`config.mk`:
```
export PLATFORM = sky130hd
export DESIGN_NAME = ppom_top
export DESIGN_NICKNAME = d
export VERILOG_FILES = /design/src/logic/ppom_pkg.sv /design/src/logic/ppom_top.sv
export SDC_FILE = /design/constraint.sdc
export NUM_CORES = 1
export LEC_CHECK = 0
export BUFFER_PORTS_ARGS = -buffer_cell sky130_fd_sc_hd__buf_4
export CAP_MARGIN = 20
export CORE_MARGIN = 5
export CORE_UTILIZATION = 50
export DETAILED_ROUTE_END_ITERATION = 10
export PLACE_DENSITY_LB_ADDON = 0.25
export SYNTH_ARGS = -nofsm -noshare
export SYNTH_HDL_FRONTEND = slang
export SYNTH_SLANG_ARGS = --single-unit
```
`constraint.sdc`:
```
create_clock -name clk_i -period 16.88 [get_ports clk_i]
set_input_delay 1.688 -clock clk_i [delete_from_list [all_inputs] [get_ports clk_i]]
set_output_delay 1.688 -clock clk_i [all_outputs]
set_load 0.1 [all_outputs]
```
`src/logic/ppom_pkg.sv`:
```
/*
 Constants for the port power and overcurrent monitor: register indices, reset values,
 field layout and timing. Assumes a 50 MHz core clock and a 32-bit Wishbone bus.
*/
// Operation
// - Sample each powered port's shared control and sense pin every clock.
// - Flag overcurrent when the pin stays low for the single-pulse minimum width.
// - Flag overcurrent when two low groups start within the double-pulse window.
// - Ignore the pin for the lockout time right after port power turns on.
// - Minimum width uses bits 3:0, codes 0 to 5 ms; upper bits read zero.
// - Minimum width resets to the 5 ms code.
// - Double-pulse window is eight bits, one millisecond per count.
// - Double-pulse window resets to 20 ms.
// - Lockout is eight bits in milliseconds; events inside it are discarded.
// - Lockout resets to 10 ms.
// - Power off: drive the pin low with the pull-up disabled.
// - Power on: release the driver and enable the pull-up, open drain.
// - A low pin from an opened poly fuse counts as overcurrent.
// - Port split lets a port's USB 2.0 and USB 3 PHYs run independently.
// - Ganged mode flags every port when any port reports overcurrent.
// - Individual power control is the reset mode; ganged only by configuration.
package ppom_pkg;
  localparam int NPORT = 6;
  localparam int IDX_W = 14;
  localparam int LOW_W = 18;
  // Register indices; byte address is four times the index
  localparam logic [IDX_W-1:0] IDX_LOCKOUT = 14'h30E1;
  localparam logic [IDX_W-1:0] IDX_MIN_WIDTH = 14'h30EA;
  localparam logic [IDX_W-1:0] IDX_DBL_WINDOW = 14'h30EB;
  localparam logic [IDX_W-1:0] IDX_POWER_CTRL = 14'h30F0;
  localparam logic [IDX_W-1:0] IDX_OC_STATUS = 14'h30F1;
  localparam logic [IDX_W-1:0] IDX_MODE_CFG = 14'h30F2;
  localparam logic [IDX_W-1:0] IDX_SPLIT_CTRL = 14'h30F3;
  localparam logic [7:0] RST_LOCKOUT = 8'h0A;
  localparam logic [3:0] RST_MIN_WIDTH = 4'h5;
  localparam logic [7:0] RST_DBL_WINDOW = 8'h14;
  localparam logic [3:0] MIN_WIDTH_MAX = 4'h5;
  localparam int MIN_WIDTH_W = 4;
  localparam int MODE_GANG_BIT = 0;
  localparam int MS_TIME_NS = 1000000;
  localparam int CLK_PERIOD_NS = 20;
  localparam int MS_CYCLES = MS_TIME_NS / CLK_PERIOD_NS;
endpackage

```
`src/logic/ppom_top.sv`:
```
/*
 Per-port power control and overcurrent sense for the downstream ports of a hub,
 with a classic Wishbone register slave. Assumes pin inputs already synchronous to clk_i
 and an external resolver that builds each pin level from pin_o and pin_oe_o.
*/
module ppom_top #(
  parameter int MS_CYCLES = ppom_pkg::MS_CYCLES // Clock cycles per millisecond
) (
  input wire logic clk_i, // Core clock, 50 MHz
  input wire logic sys_rst_i, // Asynchronous reset, active high
  input wire logic wb_cyc_i, // Wishbone cycle
  input wire logic wb_stb_i, // Wishbone strobe
  input wire logic wb_we_i, // Wishbone write enable
  input wire logic [3:0] wb_sel_i, // Wishbone byte selects
  input wire logic [15:0] wb_adr_i, // Wishbone byte address
  input wire logic [31:0] wb_dat_i, // Wishbone write data
  output logic [31:0] wb_dat_o, // Wishbone read data
  output logic wb_ack_o, // Wishbone acknowledge
  input wire logic [ppom_pkg::NPORT-1:0] pin_i, // Sense level of each port pin
  output logic [ppom_pkg::NPORT-1:0] pin_o, // Driven level, always low
  output logic [ppom_pkg::NPORT-1:0] pin_oe_o, // High while the pin is driven low
  output logic [ppom_pkg::NPORT-1:0] pullup_en_o, // Pull-up enable per pin
  output logic [ppom_pkg::NPORT-1:0] split_en_o, // Port split enable per port
  output logic [ppom_pkg::NPORT-1:0] oc_flag_o // Latched overcurrent flags
);
  localparam int NP = ppom_pkg::NPORT;
  localparam int PW = $clog2(MS_CYCLES + 1);

  // ==========================================================
  // Register slave
  logic [7:0] lockout;
  logic [3:0] min_width;
  logic [7:0] dbl_window;
  logic [NP-1:0] power_ctrl;
  logic [NP-1:0] split_ctrl;
  logic gang;
  logic [NP-1:0] oc_flag;
  logic [NP-1:0] evt;

  wire [ppom_pkg::IDX_W-1:0] idx = wb_adr_i[15:2];
  wire req = wb_cyc_i & wb_stb_i & ~wb_ack_o;
  wire wr = req & wb_we_i & wb_sel_i[0];
  wire rd_status = req & ~wb_we_i & (idx == ppom_pkg::IDX_OC_STATUS);

  function automatic logic hit(input logic [ppom_pkg::IDX_W-1:0] a,
                               input logic [ppom_pkg::IDX_W-1:0] b);
    hit = (a == b);
  endfunction

  logic [31:0] rd_data;
  always_comb begin
    rd_data = '0;
    if (hit(idx, ppom_pkg::IDX_LOCKOUT)) rd_data[7:0] = lockout;
    if (hit(idx, ppom_pkg::IDX_MIN_WIDTH)) rd_data[3:0] = min_width;
    if (hit(idx, ppom_pkg::IDX_DBL_WINDOW)) rd_data[7:0] = dbl_window;
    if (hit(idx, ppom_pkg::IDX_POWER_CTRL)) rd_data[NP-1:0] = power_ctrl;
    if (hit(idx, ppom_pkg::IDX_OC_STATUS)) rd_data[NP-1:0] = oc_flag;
    if (hit(idx, ppom_pkg::IDX_MODE_CFG)) rd_data[ppom_pkg::MODE_GANG_BIT] = gang;
    if (hit(idx, ppom_pkg::IDX_SPLIT_CTRL)) rd_data[NP-1:0] = split_ctrl;
  end

  always_ff @(posedge clk_i or posedge sys_rst_i) begin
    if (sys_rst_i) begin
      wb_ack_o <= 1'b0;
      wb_dat_o <= '0;
    end else begin
      wb_ack_o <= req;
      wb_dat_o <= req ? rd_data : '0;
    end
  end

  always_ff @(posedge clk_i or posedge sys_rst_i) begin
    if (sys_rst_i) begin
      lockout <= ppom_pkg::RST_LOCKOUT;
      min_width <= ppom_pkg::RST_MIN_WIDTH;
      dbl_window <= ppom_pkg::RST_DBL_WINDOW;
      power_ctrl <= '0;
      split_ctrl <= '0;
      gang <= 1'b0;
    end else if (wr) begin
      if (hit(idx, ppom_pkg::IDX_LOCKOUT)) lockout <= wb_dat_i[7:0];
      if (hit(idx, ppom_pkg::IDX_MIN_WIDTH)) min_width <= wb_dat_i[3:0];
      if (hit(idx, ppom_pkg::IDX_DBL_WINDOW)) dbl_window <= wb_dat_i[7:0];
      if (hit(idx, ppom_pkg::IDX_POWER_CTRL)) power_ctrl <= wb_dat_i[NP-1:0];
      if (hit(idx, ppom_pkg::IDX_MODE_CFG)) gang <= wb_dat_i[ppom_pkg::MODE_GANG_BIT];
      if (hit(idx, ppom_pkg::IDX_SPLIT_CTRL)) split_ctrl <= wb_dat_i[NP-1:0];
    end
  end

  // ==========================================================
  // Thresholds
  // Codes above 5 ms are undefined; clamp so the count never overflows
  wire [3:0] min_eff = (min_width > ppom_pkg::MIN_WIDTH_MAX) ? ppom_pkg::MIN_WIDTH_MAX
                                                             : min_width;
  wire [ppom_pkg::LOW_W-1:0] low_thr = ppom_pkg::LOW_W'(int'(min_eff) * MS_CYCLES);
  wire [PW-1:0] ms_last = PW'(MS_CYCLES - 1);
  wire any_evt = |evt;

  // ==========================================================
  // Per-port monitor
  logic [NP-1:0] pwr_eff;
  logic [NP-1:0] pwr_q;
  logic [NP-1:0] smp;
  logic [NP-1:0] prev_low;
  logic [NP-1:0] win_act;
  logic [NP-1:0] armed;
  logic [NP-1:0] low;
  logic [NP-1:0] lock_done;

  genvar p;
  generate
    for (p = 0; p < NP; p++) begin : g_port
      logic [PW-1:0] presc;
      logic [7:0] lock_ms;
      logic [7:0] win_ms;
      logic [ppom_pkg::LOW_W-1:0] low_cyc;
      // Ganged mode: power control bit 0 is the shared power control for all ports
      wire pwr = gang ? power_ctrl[0] : power_ctrl[p];
      wire turn_on = pwr & ~pwr_q[p];
      wire tick = (presc == ms_last);
      wire fall = armed[p] & low[p] & ~prev_low[p];
      wire win_start = fall & ~win_act[p];
      wire single = armed[p] & low[p] & (low_cyc >= low_thr);
      wire double = fall & win_act[p];
      wire win_end = tick & (win_ms == dbl_window - 8'h01);
      wire set = evt[p] | (gang & any_evt);

      assign pwr_eff[p] = pwr;
      assign low[p] = pwr_q[p] & ~smp[p];
      assign lock_done[p] = (lock_ms >= lockout);
      assign armed[p] = pwr_q[p] & lock_done[p] & ~turn_on;
      assign evt[p] = single | double;

      always_ff @(posedge clk_i or posedge sys_rst_i) begin
        if (sys_rst_i) begin
          pwr_q[p] <= 1'b0;
          smp[p] <= 1'b1;
          pin_oe_o[p] <= 1'b1;
          pullup_en_o[p] <= 1'b0;
        end else begin
          pwr_q[p] <= pwr;
          smp[p] <= pin_i[p];
          pin_oe_o[p] <= ~pwr;
          pullup_en_o[p] <= pwr;
        end
      end

      always_ff @(posedge clk_i or posedge sys_rst_i) begin
        if (sys_rst_i) begin
          presc <= '0;
          lock_ms <= '0;
        end else if (~pwr | turn_on | win_start) begin
          presc <= '0;
          lock_ms <= (~pwr | turn_on) ? 8'h00 : lock_ms;
        end else begin
          presc <= tick ? '0 : presc + PW'(1);
          lock_ms <= (tick & ~lock_done[p]) ? lock_ms + 8'h01 : lock_ms;
        end
      end

      always_ff @(posedge clk_i or posedge sys_rst_i) begin
        if (sys_rst_i) begin
          win_act[p] <= 1'b0;
          win_ms <= '0;
          prev_low[p] <= 1'b0;
          low_cyc <= '0;
        end else begin
          prev_low[p] <= armed[p] & low[p];
          low_cyc <= (armed[p] & low[p] & ~(&low_cyc)) ? low_cyc + 1'b1 :
                     (armed[p] & low[p]) ? low_cyc : '0;
          if (~armed[p] | double) begin
            win_act[p] <= 1'b0;
            win_ms <= '0;
          end else if (win_start) begin
            win_act[p] <= 1'b1;
            win_ms <= '0;
          end else if (win_act[p] & tick) begin
            win_act[p] <= ~win_end;
            win_ms <= win_ms + 8'h01;
          end
        end
      end

      // A new event in the read cycle wins over the read clear
      always_ff @(posedge clk_i or posedge sys_rst_i) begin
        if (sys_rst_i) begin
          oc_flag[p] <= 1'b0;
        end else begin
          oc_flag[p] <= set | (oc_flag[p] & ~rd_status);
        end
      end
    end
  endgenerate

  always_ff @(posedge clk_i or posedge sys_rst_i) begin
    if (sys_rst_i) begin
      split_en_o <= '0;
      oc_flag_o <= '0;
      pin_o <= '0;
    end else begin
      split_en_o <= split_ctrl;
      oc_flag_o <= oc_flag;
      pin_o <= '0;
    end
  end
endmodule

```
==> results.md <==
- Synth top area share: 41.57%
- Synth top area cells: dfrtp_1, ha_1, xor2_1, nor2_1, xnor2_1
- CTS buffer count: 44
- Drt first pass iters: 5
- Core Region: 44220 sq um
- Commonest non-fill, non-tap cell in the layout: dfrtp_1
- Die footprint: 49120 sq um
- Number of global-route vias before repair: 16674
- Worst slew pin tran: 1.157 ns
- Clock Latency Late Sink: 0.57 ns
- Final Cycle Share: 33.16%
- I/O pin cnt: 126
- Number of clock sinks: 390
- Synth warnings: 0
- Setup Total Neg Slack: 0 ns
- Largest net degree at the start of global routing: 108
- Layout Skew: 0.01543 ns
- Worst hold path type: reg -> reg
- #FFs+latches synth: 390
- Reg-to-reg slack, setup: 11.28 ns
- Die width: 221.6 um
- Post-synth cell types: 85
- Worst hold margin: 0.3995 ns
- Worst r2r src: min_width[2]
- PD cells: 85.42 nW/um^2
- P&R area growth vs syn: 11.71%
- Place WS: 11.32 ns
- Grt total ovfl: 0
- Most frequent cells in the layout: dfrtp_1, nor2_1, ha_1, xor2_1, nand2_1
- Worst R2R End: oc_flag[1]
- CTS Hold Buffers Added: 0
- Max-slew violation count: 0
- H-tree Lvls: 2
- FP Rows: 77
- Arr. time, crit path: 6.01 ns
- Final Hold Viols: 0
- Setup Viol. Count Final: 0
- CTS tree: yes
- Status: finished, final reports clean
- HPWL Detailed: 36.72 mm
- Mean Syn Cell Area: 9.753 sq um
- Top FF cell, synth: dfrtp_1
- Via density per instance: 5.582
- Fin util: 56.57%
- Total power: 2.137 mW
- F_max: 178.6 MHz
- Setup WS post-layout: 11.28 ns
- First-pass GRT wire length: 86.57 mm
- Clock tree buffer depth: 3
- Setup Crit Path Kind: reg -> reg
- P_leak: 11.61 nW
- EDFF count, synth: 0
- DRT iter0 DRCs: 1152
- CP startpoint: min_width[2]
- Die height: 221.6 um
- Worst setup path endpoint: oc_flag[1]
- Post-CTS setup buffers: 0
- Post-Syn Area: 22390 sq um
- Cts repair resizes: 0
- Reg2Reg Depth: 19
- GRT Overall Usage: 21.13%
- Reg clk slew, reported paths: 0.05 ns
- Syn Inst Count: 2296
- Post-synthesis sequential area ratio: 43.68%
- Layout cells sized above 1: 9.512%
- Post-synth top area cell: dfrtp_1
- Antenna-violating nets left: 0
- Root Buffer: clkbuf_16
- Via count: 16812
- RSZ-0062 raised after global routing: false
- Net count, final: 2620
- Crit end category: flip-flop
- Async set or reset register ratio after synthesis: 100.0%
- Maximum VDD drop: 0.07285 mV
- PortBufs: 66
- Max-cap violations: 0
- Critical path fanouts, max: 9
- Initial Utilization: 50.64%
- Critical path data required time: 17.29 ns
- Gp weighted congestion: 0.8878
- Initial antenna violation count: 3
- WL final: 52.20 mm
- Min Clock Period, post-route: 5.598 ns
- Worst slew margin: 22.31%
- Per-cell routed wire length: 17.33 um
- Residual DRC: 0
- Nature of the critical path startpoint: flip-flop
==> worst max-delay path, cell delays in order, from the launching register on <==
cell and delay, ns:
dfstp_2 0.56, nor2_1 0.07, nand2_1 0.51, inv_1 0.20, ha_1 0.36, ha_1 0.29
ha_1 0.34, a31o_2 0.26, a21o_1 0.17, a21oi_1 0.16, xor2_1 0.33, buf_4 0.21
ha_1 0.22, and4_1 0.18, a211oi_1 0.19, o221ai_1 0.14, a211oi_1 0.43, nor3_1 0.12
nor4_2 0.52, o21ai_0 0.17
==> registers in the layout, indices dropped and copies added, names as in the netlist <==
register        cells
pin_oe_o            6
lockout             8
wb_ack_o            1
dbl_window          8
prev_low            6
power_ctrl          6
g_port.win_ms      48
min_width           4
oc_flag             6
pwr_q               6
split_ctrl          6
gang                1
win_act             6
g_port.presc       96
split_en_o          6
oc_flag_o           6
smp                 6
g_port.low_cyc    108
wb_dat_o            8
g_port.lock_ms     48
==> area by class of cell <==
cell class | count | area (sq um)
Clock inverter | 15 | 232.7
Sequential cell | 390 | 9782
Antenna cell | 2 | 5.005
Clock buffer | 66 | 1235
Timing Repair Buffer | 86 | 685.7
Tap cell | 592 | 740.7
Multi-Input combinational cell | 1757 | 11940
Fill cell | 3810 | 19210
Inverter | 104 | 397.9
==> per-layer routing <==
metal | global-route usage (%) | share of wire [%] | up-vias
li1 | - | - | 8140
met4 | 8.133 | 4.0 | 2
met2 | 33.43 | 45 | 351
met5 | 0 | 0.015 | -
met1 | 29.32 | 46 | 8205
met3 | 3.601 | 4.5 | 114
==> synthesized netlist by cell type, types with 7 or more instances <==
| cell type | n |
|---|---|
| clkbuf_1 | 35 |
| and4_1 | 26 |
| a31oi_1 | 16 |
| nor4_1 | 14 |
| and2_1 | 18 |
| o21a_1 | 9 |
| nor2b_1 | 9 |
| or3_1 | 22 |
| o21ai_0 | 59 |
| dfrtp_1 | 372 |
| ha_1 | 174 |
| mux2i_1 | 18 |
| nand2_1 | 146 |
| buf_2 | 8 |
| and3_1 | 52 |
| dfstp_2 | 18 |
| mux2_2 | 20 |
| nand4_1 | 93 |
| buf_4 | 30 |
| o211ai_1 | 11 |
| a21oi_1 | 64 |
| nor4bb_1 | 7 |
| a211o_1 | 10 |
| nand2b_1 | 18 |
| or4_1 | 7 |
| nor3_1 | 43 |
| a211oi_1 | 15 |
| o21bai_1 | 9 |
| inv_1 | 104 |
| nand3_1 | 79 |
| xnor2_1 | 130 |
| nor2_1 | 359 |
| a21o_1 | 9 |
| xor2_1 | 169 |
==> worst min-delay path by stage <==
stage,start,to,cells after the start
after global routing,oc_flag[0],oc_flag_o[0],0
after global placement,oc_flag[0],oc_flag_o[0],0
final,oc_flag[0],oc_flag_o[0],0
after floorplan,split_ctrl[0],split_en_o[0],0
after detailed placement,oc_flag[0],oc_flag_o[0],0
after CTS,oc_flag[0],oc_flag_o[0],0
==> logic make-up (layout without fill, tap and decap cells) <==
group | after synthesis | in the layout | share of synthesized area, %
xor gates and xnor gates | 299 | 299 | 11.69
adders and majority gates | 177 | 177 | 9.856
DFF | 390 | 390 | 43.68
buffers and inverters | 180 | 271 | 3.565
muxes | 39 | 39 | 1.911
and+or+nand+nor | 945 | 945 | 21.33
other | 1 | 34 | 0.01675
AOI/OAI and AO/OA | 265 | 265 | 7.946
==> per-stage QoR <==
stage,instances,cell area (sq um)
after global routing,3012,25010
after global placement,2927,23490
after detailed placement,2927,23490
after CTS,3008,24950
final,3012,25010
after floorplan,2327,22510
==> power by group <==
part	switching, mW	total (mW)	internal (mW)
Sequential	0.0482	1.02	0.976
Clock	0.389	0.987	0.598
Combinational	0.0815	0.126	0.0443
Power figures use the tool's default switching activity.
